<file path="config.mk">
export PLATFORM = sky130hd
export DESIGN_NAME = flash_command_write_and_reset
export DESIGN_NICKNAME = d
export VERILOG_FILES = /design/src/flash_cmd_pkg.sv /design/src/flash_command_write_and_reset.sv
export SDC_FILE = /design/constraint.sdc
export NUM_CORES = 1
export LEC_CHECK = 0
export BUFFER_PORTS_ARGS = -buffer_cell sky130_fd_sc_hd__buf_2
export CELL_PAD_IN_SITES_DETAIL_PLACEMENT = 0
export CELL_PAD_IN_SITES_GLOBAL_PLACEMENT = 2
export CORE_ASPECT_RATIO = 0.7
export CORE_MARGIN = 3
export CORE_UTILIZATION = 35
export CTS_BUF_LIST = sky130_fd_sc_hd__clkbuf_16
export DETAILED_ROUTE_END_ITERATION = 6
export PLACE_DENSITY_LB_ADDON = 0.3
export SLEW_MARGIN = 20
export SYNTH_ARGS = -nofsm -noshare
export SYNTH_HDL_FRONTEND = slang
export SYNTH_SLANG_ARGS = --single-unit
</file>
<file path="constraint.sdc">
create_clock -name hclk -period 3.5 [get_ports hclk]
set_input_delay 0.7 -clock hclk [delete_from_list [all_inputs] [get_ports hclk]]
set_output_delay 0.7 -clock hclk [all_outputs]
set_load 0.02 [all_outputs]
</file>
<file path="src/flash_cmd_pkg.sv">
package flash_cmd_pkg;
    // ----------------------------------------
    // Register map (byte addresses)
    // ----------------------------------------
    localparam logic [7:0] CFG_OFFSET = 8'h00;
    localparam logic [7:0] STATUS_OFFSET = 8'h04;
    localparam logic [7:0] OP_OFFSET = 8'h08;
    localparam logic [7:0] LAST_OFFSET = 8'h0C;
    // ----------------------------------------
    // Configuration fields
    // ----------------------------------------
    localparam int CFG_SYNC_BIT = 15;
    localparam int CFG_WAIT_LSB = 11;
    localparam int CFG_RDY_POL_BIT = 10;
    localparam int CFG_RDY_EARLY_BIT = 8;
    localparam logic [15:0] CFG_RESET = 16'h0000;
    // ----------------------------------------
    // Commands and geometry
    // ----------------------------------------
    localparam logic [15:0] CMD_RESET = 16'h00F0;
    localparam logic [15:0] CMD_UNLOCK1 = 16'h00AA;
    localparam logic [15:0] CMD_UNLOCK2 = 16'h0055;
    localparam logic [15:0] CMD_AUTOSEL = 16'h0090;
    localparam logic [15:0] CMD_PROGRAM = 16'h00A0;
    localparam logic [15:0] CMD_ERASE = 16'h0080;
    localparam logic [15:0] CMD_SECTOR = 16'h0030;
    localparam logic [15:0] CMD_CHIP = 16'h0010;
    localparam logic [15:0] CMD_SUSPEND = 16'h00B0;
    localparam logic [15:0] CMD_BYPASS = 16'h0020;
    localparam logic [15:0] CMD_BUFFER = 16'h0025;
    localparam logic [15:0] CMD_BUF_CONFIRM = 16'h0029;
    localparam logic [15:0] CMD_BYPASS_EXIT = 16'h0090;
    localparam logic [15:0] CMD_BYPASS_EXIT2 = 16'h0000;
    localparam int NUM_BANKS = 16;
    localparam int BANK_LSB = 20;
    localparam int BOOT_SECTOR_KWORDS = 16;
    localparam int MAIN_SECTOR_KWORDS = 64;
    localparam int BUSY_CYCLES = 64;
    localparam logic [6:0] BUSY_COUNT = 7'(BUSY_CYCLES);

    typedef enum logic [3:0] {
        BK_READ = 4'h0,
        BK_UNL1 = 4'h1,
        BK_UNL2 = 4'h2,
        BK_PROG_SETUP = 4'h3,
        BK_BUSY = 4'h4,
        BK_AUTOSEL = 4'h5,
        BK_ERASE_SETUP = 4'h6,
        BK_ERASE_UNL1 = 4'h7,
        BK_ERASE_UNL2 = 4'h8,
        BK_SUSPENDED = 4'h9,
        BK_BYPASS = 4'hA,
        BK_BYPASS_EXIT = 4'hB,
        BK_BUF_ABORT = 4'hC,
        BK_FAILED = 4'hD,
        BK_BUF_LOAD = 4'hE
    } bank_state_t;

    typedef struct packed {
        logic [3:0] bank;
        logic [15:0] data;
    } flash_write_t;
endpackage : flash_cmd_pkg

</file>
<file path="src/flash_command_write_and_reset.sv">
// Design decisions made here: the placing of the registers and the AHB-Lite register port.
`timescale 1ns/1ns
`default_nettype none
// How it works
// - Async config accepts async writes, ignores clock
// - Sync config also takes clock-latched writes
// - Address at last fall, data first rise
// - Erase one sector or chip
// - Sixteen banks, boot sectors at ends
// - Ready output gated by chip enable
// - Bit 10 picks ready polarity
// - Bit 8 makes ready one cycle early
// - Reset pin aborts, floats, clears config
// - Reset pin returns machine to read
// - Write of 00F0 anywhere resets bank
// - Reset ignored while embedded operation runs
// - Reset mid program sequence cancels it
// - Suspended bank resets to suspend-read, but to read after erase setup (0080)
// - Reset accepted within identification sequence
// - Buffer abort needs an unlock write (00AA) to recover
// - Bypass left only by two-cycle exit
// - Timing limit flag on pulse overrun
// - Buffer abort flag on aborted buffer
module flash_command_write_and_reset
    import flash_cmd_pkg::*;
(
    input wire logic hclk,
    input wire logic hresetn,
    input wire logic hsel,
    input wire logic [31:0] haddr,
    input wire logic [1:0] htrans,
    input wire logic hwrite,
    input wire logic [2:0] hsize,
    input wire logic [31:0] hwdata,
    input wire logic hready,
    output logic [31:0] hrdata,
    output logic hreadyout,
    output logic hresp,
    input wire logic reset_pin_n,
    input wire logic chip_enable_n,
    input wire logic write_enable_n,
    input wire logic output_enable_n,
    input wire logic address_valid_n,
    input wire logic flash_clk,
    input wire logic [23:0] flash_addr,
    input wire logic [15:0] flash_data,
    input wire logic pulse_overrun,
    output logic ready_out,
    output logic ready_oe,
    output logic [15:0] bank_busy
);
    // ----------------------------------------
    // State
    // ----------------------------------------
    typedef struct packed {
        logic [1:0] ce_s1, we_s1, oe_s1, av_s1, ck_s1, rs_s1;
        logic ce_q, we_q, ck_q;
        logic [23:0] addr_q;
        logic [1:0][23:0] addr_s;
        logic [1:0][15:0] data_s;
        logic [15:0] cfg_q;
        logic [31:0] rdata_q;
        logic timing_limit_flag;
        logic buffer_abort_flag;
        logic [2:0] wait_cnt_q;
        logic burst_q;
        logic [NUM_BANKS-1:0][3:0] bank_q;
        logic [NUM_BANKS-1:0] susp_q;
        logic [6:0] busy_cnt_q;
        logic [3:0] busy_bank_q;
        logic [15:0] last_cmd_q;
        logic [1:0] erase_kind_q;
        logic dphase_q, dwrite_q;
        logic [7:0] daddr_q;
    } state_t;
    state_t s_q, s_d;
    flash_write_t wr;
    logic fall_ce, fall_we, rise_ce, rise_we, rise_ck, wr_strobe, any_fall;
    logic sync_mode;
    bank_state_t bs;

    // Two-stage synchronisers; bit 0 is the first stage only
    always_comb begin
        s_d = s_q;
        s_d.ce_s1 = {s_q.ce_s1[0], chip_enable_n};
        s_d.we_s1 = {s_q.we_s1[0], write_enable_n};
        s_d.oe_s1 = {s_q.oe_s1[0], output_enable_n};
        s_d.av_s1 = {s_q.av_s1[0], address_valid_n};
        s_d.ck_s1 = {s_q.ck_s1[0], flash_clk};
        s_d.rs_s1 = {s_q.rs_s1[0], reset_pin_n};
        s_d.addr_s = {s_q.addr_s[0], flash_addr};
        s_d.data_s = {s_q.data_s[0], flash_data};
        s_d.ce_q = s_q.ce_s1[1];
        s_d.we_q = s_q.we_s1[1];
        s_d.ck_q = s_q.ck_s1[1];
        sync_mode = s_q.cfg_q[CFG_SYNC_BIT];
        fall_ce = s_q.ce_q & ~s_q.ce_s1[1];
        fall_we = s_q.we_q & ~s_q.we_s1[1];
        rise_ce = ~s_q.ce_q & s_q.ce_s1[1];
        rise_we = ~s_q.we_q & s_q.we_s1[1];
        rise_ck = sync_mode & ~s_q.ck_q & s_q.ck_s1[1];
        any_fall = (fall_ce & ~s_q.we_s1[1]) | (fall_we & ~s_q.ce_s1[1]);
        // Address: last falling edge of the two strobes
        if (any_fall & s_q.oe_s1[1]) begin
            s_d.addr_q = s_q.addr_s[1];
        end
        // Sync programming: clock edge with address-valid low
        if (rise_ck & ~s_q.av_s1[1] & ~s_q.ce_s1[1]) begin
            s_d.addr_q = s_q.addr_s[1];
        end
        // Data: first rising edge of either strobe
        wr_strobe = (rise_we & ~s_q.ce_q) | (rise_ce & ~s_q.we_q);
        wr_strobe = wr_strobe & s_q.oe_s1[1];
        wr.bank = s_q.addr_q[BANK_LSB +: 4];
        wr.data = s_q.data_s[1];
        // Ready: counts wait states after a sync read start
        if (sync_mode & rise_ck & ~s_q.av_s1[1]) begin
            s_d.burst_q = 1'b1;
            s_d.wait_cnt_q = s_q.cfg_q[CFG_WAIT_LSB +: 3];
        end else if (rise_ck & s_q.burst_q & (s_q.wait_cnt_q != 3'h0)) begin
            s_d.wait_cnt_q = s_q.wait_cnt_q - 3'h1;
        end
        if (s_q.ce_s1[1]) begin
            s_d.burst_q = 1'b0;
        end
        // Embedded operation timer
        if (s_q.busy_cnt_q != 7'h00) begin
            s_d.busy_cnt_q = s_q.busy_cnt_q - 7'h01;
            if (pulse_overrun) begin
                s_d.timing_limit_flag = 1'b1;
                s_d.busy_cnt_q = 7'h00;
                s_d.bank_q[s_q.busy_bank_q] = BK_FAILED;
            end else if (s_q.busy_cnt_q == 7'h01) begin
                s_d.bank_q[s_q.busy_bank_q] =
                    s_q.susp_q[s_q.busy_bank_q] ? BK_SUSPENDED : BK_READ;
            end
        end
        // Per-bank command machine
        bs = bank_state_t'(s_q.bank_q[wr.bank]);
        if (wr_strobe) begin
            s_d.last_cmd_q = wr.data;
            unique case (bs)
                BK_READ, BK_SUSPENDED: begin
                    if (wr.data == CMD_UNLOCK1) begin
                        s_d.bank_q[wr.bank] = BK_UNL1;
                    end
                end
                BK_UNL1: begin
                    s_d.bank_q[wr.bank] = (wr.data == CMD_UNLOCK2) ? BK_UNL2 :
                        (s_q.susp_q[wr.bank] ? BK_SUSPENDED : BK_READ);
                end
                BK_UNL2: begin
                    unique case (wr.data)
                        CMD_PROGRAM: s_d.bank_q[wr.bank] = BK_PROG_SETUP;
                        CMD_AUTOSEL: s_d.bank_q[wr.bank] = BK_AUTOSEL;
                        CMD_ERASE: s_d.bank_q[wr.bank] = BK_ERASE_SETUP;
                        CMD_BYPASS: s_d.bank_q[wr.bank] = BK_BYPASS;
                        CMD_BUFFER: s_d.bank_q[wr.bank] = BK_BUF_LOAD;
                        default: s_d.bank_q[wr.bank] =
                            s_q.susp_q[wr.bank] ? BK_SUSPENDED : BK_READ;
                    endcase
                end
                BK_PROG_SETUP: begin
                    if (wr.data == CMD_RESET) begin
                        s_d.bank_q[wr.bank] =
                            s_q.susp_q[wr.bank] ? BK_SUSPENDED : BK_READ;
                    end else begin
                        s_d.bank_q[wr.bank] = BK_BUSY;
                        s_d.busy_bank_q = wr.bank;
                        s_d.busy_cnt_q = BUSY_COUNT;
                    end
                end
                BK_ERASE_SETUP: begin
                    s_d.bank_q[wr.bank] = (wr.data == CMD_UNLOCK1) ?
                        BK_ERASE_UNL1 : BK_READ;
                end
                BK_ERASE_UNL1: begin
                    s_d.bank_q[wr.bank] = (wr.data == CMD_UNLOCK2) ?
                        BK_ERASE_UNL2 : BK_READ;
                end
                BK_ERASE_UNL2: begin
                    if (wr.data == CMD_SECTOR || wr.data == CMD_CHIP) begin
                        s_d.erase_kind_q = (wr.data == CMD_CHIP) ? 2'h2 :
                            ((s_q.erase_kind_q != 2'h0) ? 2'h1 : 2'h0);
                        s_d.bank_q[wr.bank] = BK_BUSY;
                        s_d.busy_bank_q = wr.bank;
                        s_d.busy_cnt_q = BUSY_COUNT;
                    end else begin
                        s_d.bank_q[wr.bank] = BK_READ;
                    end
                end
                BK_BUSY: begin
                    // Reset ignored; suspend parks any running operation, program or erase
                    if (wr.data == CMD_SUSPEND && s_q.erase_kind_q != 2'h3) begin
                        s_d.susp_q[wr.bank] = 1'b1;
                        s_d.busy_cnt_q = 7'h00;
                        s_d.bank_q[wr.bank] = BK_SUSPENDED;
                    end
                end
                BK_AUTOSEL, BK_FAILED: begin
                    if (wr.data == CMD_RESET) begin
                        s_d.bank_q[wr.bank] =
                            s_q.susp_q[wr.bank] ? BK_SUSPENDED : BK_READ;
                        s_d.timing_limit_flag &= pulse_overrun;
                    end
                end
                BK_BYPASS: begin
                    // Plain reset has no effect here
                    if (wr.data == CMD_BYPASS_EXIT) begin
                        s_d.bank_q[wr.bank] = BK_BYPASS_EXIT;
                    end
                end
                BK_BYPASS_EXIT: begin
                    s_d.bank_q[wr.bank] = (wr.data == CMD_BYPASS_EXIT2) ?
                        BK_READ : BK_BYPASS;
                end
                BK_BUF_LOAD: begin
                    if (wr.data == CMD_BUF_CONFIRM) begin
                        s_d.bank_q[wr.bank] = BK_BUSY;
                        s_d.busy_bank_q = wr.bank;
                        s_d.busy_cnt_q = BUSY_COUNT;
                    end else if (wr.data == CMD_RESET) begin
                        s_d.bank_q[wr.bank] = BK_BUF_ABORT;
                        s_d.buffer_abort_flag = 1'b1;
                    end
                end
                BK_BUF_ABORT: begin
                    // A single unlock write (00AA) leaves abort and clears the flag
                    if (wr.data == CMD_UNLOCK1) begin
                        s_d.bank_q[wr.bank] = BK_UNL1;
                        s_d.buffer_abort_flag = 1'b0;
                    end
                end
                default: s_d.bank_q[wr.bank] = BK_READ;
            endcase
        end
        // AHB-Lite slave, zero wait states
        s_d.dphase_q = hsel & hready & htrans[1];
        s_d.dwrite_q = hwrite;
        s_d.daddr_q = haddr[7:0];
        if (s_q.dphase_q & s_q.dwrite_q & (s_q.daddr_q == CFG_OFFSET)) begin
            s_d.cfg_q = hwdata[15:0];
        end
        if (s_q.dphase_q & s_q.dwrite_q & (s_q.daddr_q == STATUS_OFFSET)) begin
            if (hwdata[0] & ~(pulse_overrun & (s_q.busy_cnt_q != 7'h00))) begin
                s_d.timing_limit_flag = 1'b0;
            end
        end
        if (hsel & hready & htrans[1] & ~hwrite) begin
            unique case (haddr[7:0])
                CFG_OFFSET: s_d.rdata_q = {16'h0000, s_q.cfg_q};
                STATUS_OFFSET: s_d.rdata_q = {30'h0000_0000,
                    s_q.buffer_abort_flag, s_q.timing_limit_flag};
                OP_OFFSET: s_d.rdata_q = {9'h000, s_q.busy_cnt_q,
                    12'h000, s_q.busy_bank_q};
                LAST_OFFSET: s_d.rdata_q = {16'h0000, s_q.last_cmd_q};
                default: s_d.rdata_q = 32'h0000_0000;
            endcase
        end
        // Reset pin held low: config, banks, suspend, timer, burst and flags back to idle
        if (~s_q.rs_s1[1]) begin
            s_d.cfg_q = CFG_RESET;
            s_d.bank_q = '0;
            s_d.susp_q = '0;
            s_d.busy_cnt_q = 7'h00;
            s_d.burst_q = 1'b0;
            s_d.timing_limit_flag = 1'b0;
            s_d.buffer_abort_flag = 1'b0;
        end
    end

    always_ff @(posedge hclk or negedge hresetn) begin
        if (!hresetn) begin
            s_q <= '0;
            // Strobe pins idle high, so no false edge follows reset
            {s_q.ce_s1, s_q.we_s1, s_q.ce_q, s_q.we_q} <= 6'h3F;
        end else begin
            s_q <= s_d;
        end
    end

    // ----------------------------------------
    // Outputs
    // ----------------------------------------
    logic rdy_lvl;
    assign rdy_lvl = s_q.burst_q & (s_q.wait_cnt_q <=
        {2'b00, s_q.cfg_q[CFG_RDY_EARLY_BIT]});
    assign ready_out = rdy_lvl ^ ~s_q.cfg_q[CFG_RDY_POL_BIT];
    assign ready_oe = ~s_q.ce_s1[1] & s_q.rs_s1[1];
    assign hrdata = s_q.rdata_q;
    assign hreadyout = 1'b1;
    assign hresp = 1'b0;
    genvar gi;
    generate
        for (gi = 0; gi < NUM_BANKS; gi++) begin : g_busy
            assign bank_busy[gi] = (s_q.bank_q[gi] == BK_BUSY);
        end
    endgenerate

    // ----------------------------------------
    // Checks
    // ----------------------------------------
    a_reset_pin_clears: assert property (@(posedge hclk) disable iff (!hresetn)
        !s_q.rs_s1[1] |=> (s_q.cfg_q == CFG_RESET && s_q.bank_q == '0))
        else $error("reset pin did not clear state");
    a_busy_ignores_reset: assert property (@(posedge hclk) disable iff (!hresetn)
        wr_strobe && bs == BK_BUSY && wr.data == CMD_RESET && s_q.rs_s1[1]
        && !(s_q.busy_cnt_q == 7'h01) && !pulse_overrun
        |=> s_q.bank_q[$past(wr.bank)] == BK_BUSY)
        else $error("reset accepted during embedded op");
    a_ready_gated_ce: assert property (@(posedge hclk) disable iff (!hresetn)
        s_q.ce_s1[1] |-> !ready_oe)
        else $error("ready driven with chip disabled");
    a_bypass_holds: assert property (@(posedge hclk) disable iff (!hresetn)
        wr_strobe && bs == BK_BYPASS && wr.data == CMD_RESET && s_q.rs_s1[1]
        |=> s_q.bank_q[$past(wr.bank)] == BK_BYPASS)
        else $error("bypass left by plain reset");
    a_abort_sticks: assert property (@(posedge hclk) disable iff (!hresetn)
        wr_strobe && bs == BK_BUF_ABORT && wr.data == CMD_RESET && s_q.rs_s1[1]
        |=> s_q.buffer_abort_flag)
        else $error("plain reset cleared buffer abort");
    a_overrun_flag: assert property (@(posedge hclk) disable iff (!hresetn)
        pulse_overrun && s_q.busy_cnt_q != 7'h00 && s_q.rs_s1[1]
        |=> s_q.timing_limit_flag)
        else $error("timing limit not raised");
    a_async_no_clock: assert property (@(posedge hclk) disable iff (!hresetn)
        !sync_mode |-> !rise_ck)
        else $error("clock used in async mode");
    a_prog_cancel: assert property (@(posedge hclk) disable iff (!hresetn)
        wr_strobe && bs == BK_PROG_SETUP && wr.data == CMD_RESET
        && !s_q.susp_q[wr.bank] && s_q.rs_s1[1]
        |=> s_q.bank_q[$past(wr.bank)] == BK_READ)
        else $error("program sequence not cancelled");
endmodule : flash_command_write_and_reset
`default_nettype wire
</file>
==> flow_summary.toml <==
[timing]
rsz0062_at_grt = "true"
setup_viol = 20
fin_crit_ns = 3.60
worst_slack_ns = -0.102
tns_ns = -1.01
fmax_mhz = 278
fin_crit_sh_pct = 103
worst_pin_slew_ns = 1.21
hold_viol = 0
max_slew_margin_pct = 19.0
slew_viol_final = 0
clock_skew_ns = 0.0420

[synthesis]
synth.distinct_cells = 114
ys_ff_latch = 223
synth_top_flop_cell = "dfrtp_1"
synth_top_area_cell = "dfrtp_1"
synthTopCellsByCount = "nand2_1 (275), nor2_1 (231), o21ai_0 (218)"
syn_area_mm2 = 0.0174
synth-edff-count = 0
seq_area_frac_synth_pct = 32.2
synth-async-reset-ratio_pct = 100
synth.most_common_cell = "nand2_1"
synth.top_cell.area_share_pct = 31.3
syn_inst = 2208
avgSynthCellArea_um2 = 7.86
synth_area_leaders = "dfrtp_1 (31%), o21ai_0 (6.3%), a21oi_1 (6.2%)"
yosysWarnings = 0

[pwr]
ir_drop_mv = 0.506
power_density_mw_per_mm2 = 555
cellLeakagePower_nw = 10.1

[die]
num_rows = 67
core-area_mm2 = 0.0485
io_pins = 173
die_w_um = 272
die-area_mm2 = 0.0523
die_height_um = 192
initial_core_util_pct = 35.8

[routing]
wl_um = 116000
vias_per_cell = 6.68
drt-initial-drc-count = 3995
vias = 22700
post_drt_wl_per_cell_um = 34.1
drt-pass1-iter-count = 7
ant_nets = 0
drc_errors = 2

[setup_path]
crit_type = "flop to flop"
cp.arrival_ns = 4.02
cp.required_ns = 3.92
crit_path_end_kind = "flop"
worst-path-max-fanout = 16
start_kind = "flop"
rr_worst_depth = 13

[grt]
grt-ovfl-total = 0
antenna_found_initial = 4
first_global_vias = 21000
grt_pass1_wl_um = 160000
grt.total_usage_pct = 43.0
grt_max_degree = 85

[outcome]
outcome = "finished, violations left"
violations = "DRC, setup timing"

[run]
cap_viol_max_count = 0

[layout]
final_nets = 2846
drive_gt1_share_pct = 35.4
fillers = 4802
syn2layout_area_growth_pct = 40.4

[placement]
dp_slack_ns = -0.571
hpwl_um = 91000
portBuffers = 97
gp_congestion = 1.09

[clock_network]
htree_levels = 1
cts_root_buf = "clkbuf_16"
holdBufCountCts = 0
path_clk_slew_ns = 0.06
cts_tree = "built"
clkLatencyLatePin_ns = 0.57
cts_made_buffers = 24
cts.sinks = 223
clock_path_buffers = 3

[min_path]
hold_path.class = "primary input to async pin"
cell families after synthesis:
logic type      Yosys count  synth area share, %
compound gates          850                 32.3
simple gates            815                 22.7
flops                   223                 32.2
mux                      71                 5.16
xor+xnor                  8                0.404
buf+inv                 233                 6.82
other cells               2               0.0433
fa+ha+maj                 6                0.433
sequential cells by signal, indices dropped and copies added (netlist names):
register and flops:
s_d 29, s_q 171, hrdata 23
routing by layer:
layer | track usage (%) | vias up | part of all wire, %
met3 | 16.6 | 350 | 15
met5 | 1.69 | - | 0.11
met2 | 57.4 | 1862 | 38
li1 | - | 9320 | -
met1 | 60.0 | 11200 | 41
met4 | 20.5 | 4 | 5.9
power breakdown:
group,internal [mW],switching (mW)
clock,1.47,1.10
combinational,3.08,4.96
sequential,2.74,0.184
worst max-delay path, cell delays in order (launching register included):
cell	delay [ns]
dfrtp_2	0.38
buf_12	0.18
mux4_2	0.55
a22oi_4	0.32
o211a_4	0.38
buf_4	0.16
a21oi_1	0.03
buf_4	0.18
o31ai_2	0.18
o211ai_1	0.19
o31ai_2	0.47
buf_4	0.25
or3_4	0.15
nor2_1	0.05
cell type report:
| type | count | area [um^2] | area share [%] |
|---|---|---|---|
| clock inverters | 20 | 184 | 0.755 |
| well taps | 655 | 820 | 3.36 |
| diodes | 3 | 7.51 | 0.0308 |
| inverters | 16 | 60.1 | 0.246 |
| clock buffers | 24 | 601 | 2.46 |
| repair buffers | 692 | 5600 | 23.0 |
| multi-input cells | 1762 | 11500 | 47.2 |
| flip-flops and latches | 223 | 5590 | 22.9 |
per-stage QoR:
| stage | instance area (um^2) | util (%) | power, mW | hold slack (ns) | cells |
|---|---|---|---|---|---|
| 3_5_place_dp | 22300 | 46.0 | 9.87 | 0.335 | 3309 |
| 3_3_place_gp | 22300 | 46.0 | 9.86 | 0.331 | 3309 |
| 2_1_floorplan | 17400 | - | 5.97 | 0.331 | 2217 |
| 6_report | 24400 | 50.3 | 13.5 | 0.132 | 3395 |
| 5_1_grt | 24400 | 50.3 | 13.8 | 0.187 | 3393 |
| 4_1_cts | 23600 | 48.6 | 12.7 | 0.159 | 3372 |
what timing repair did:
action,in CTS,in global routing
gates resized for setup,68,148
setup endpoints to repair,71,83
setup buffers,18,19
gates cloned,1,1
pin swaps,11,20
final timing paths:
path                       slack (ns)          start       end
max                             -0.10       s_q[273]   s_q[35]
min                              0.13        hresetn   s_q[32]
max reg2reg                     -0.10       s_q[273]   s_q[35]
min reg2reg                      0.35       s_d[200]  s_q[200]
max in group asynchronous        2.47        hresetn  s_d[289]
min in group hclk                0.23  flash_data[0]  s_d[189]
cells in the final DEF, fill, tap and decap left out, types with 12 or more instances in the layout:
| cell | Yosys | final |
|---|---|---|
| buf_4 | 42 | 524 |
| nand2_1 | 275 | 267 |
| nor2_1 | 231 | 216 |
| dfrtp_1 | 217 | 214 |
| o21ai_0 | 218 | 209 |
| a21oi_1 | 216 | 206 |
| buf_2 | 51 | 97 |
| nand3_1 | 67 | 63 |
| o22ai_1 | 49 | 46 |
| nor3_1 | 55 | 44 |
| buf_12 | 1 | 42 |
| mux2i_1 | 48 | 40 |
| a22oi_1 | 37 | 34 |
| o211ai_1 | 31 | 31 |
| a31oi_1 | 34 | 31 |
| a211oi_1 | 28 | 25 |
| buf_6 | 8 | 25 |
| clkbuf_16 | 0 | 24 |
| inv_1 | 15 | 19 |
| nor2_2 | 11 | 19 |
| nor2b_1 | 17 | 17 |
| nor4b_1 | 16 | 16 |
| nor4_2 | 4 | 15 |
| nand4_1 | 14 | 14 |
| nor4_1 | 27 | 14 |
| o2111ai_1 | 17 | 14 |
| a22o_1 | 14 | 13 |
| a21oi_2 | 4 | 13 |
| o21ai_1 | 11 | 13 |
| mux4_2 | 12 | 12 |
| and2_1 | 12 | 12 |
| o32ai_1 | 13 | 12 |
Note: power is estimated with default switching activity, not from simulation.
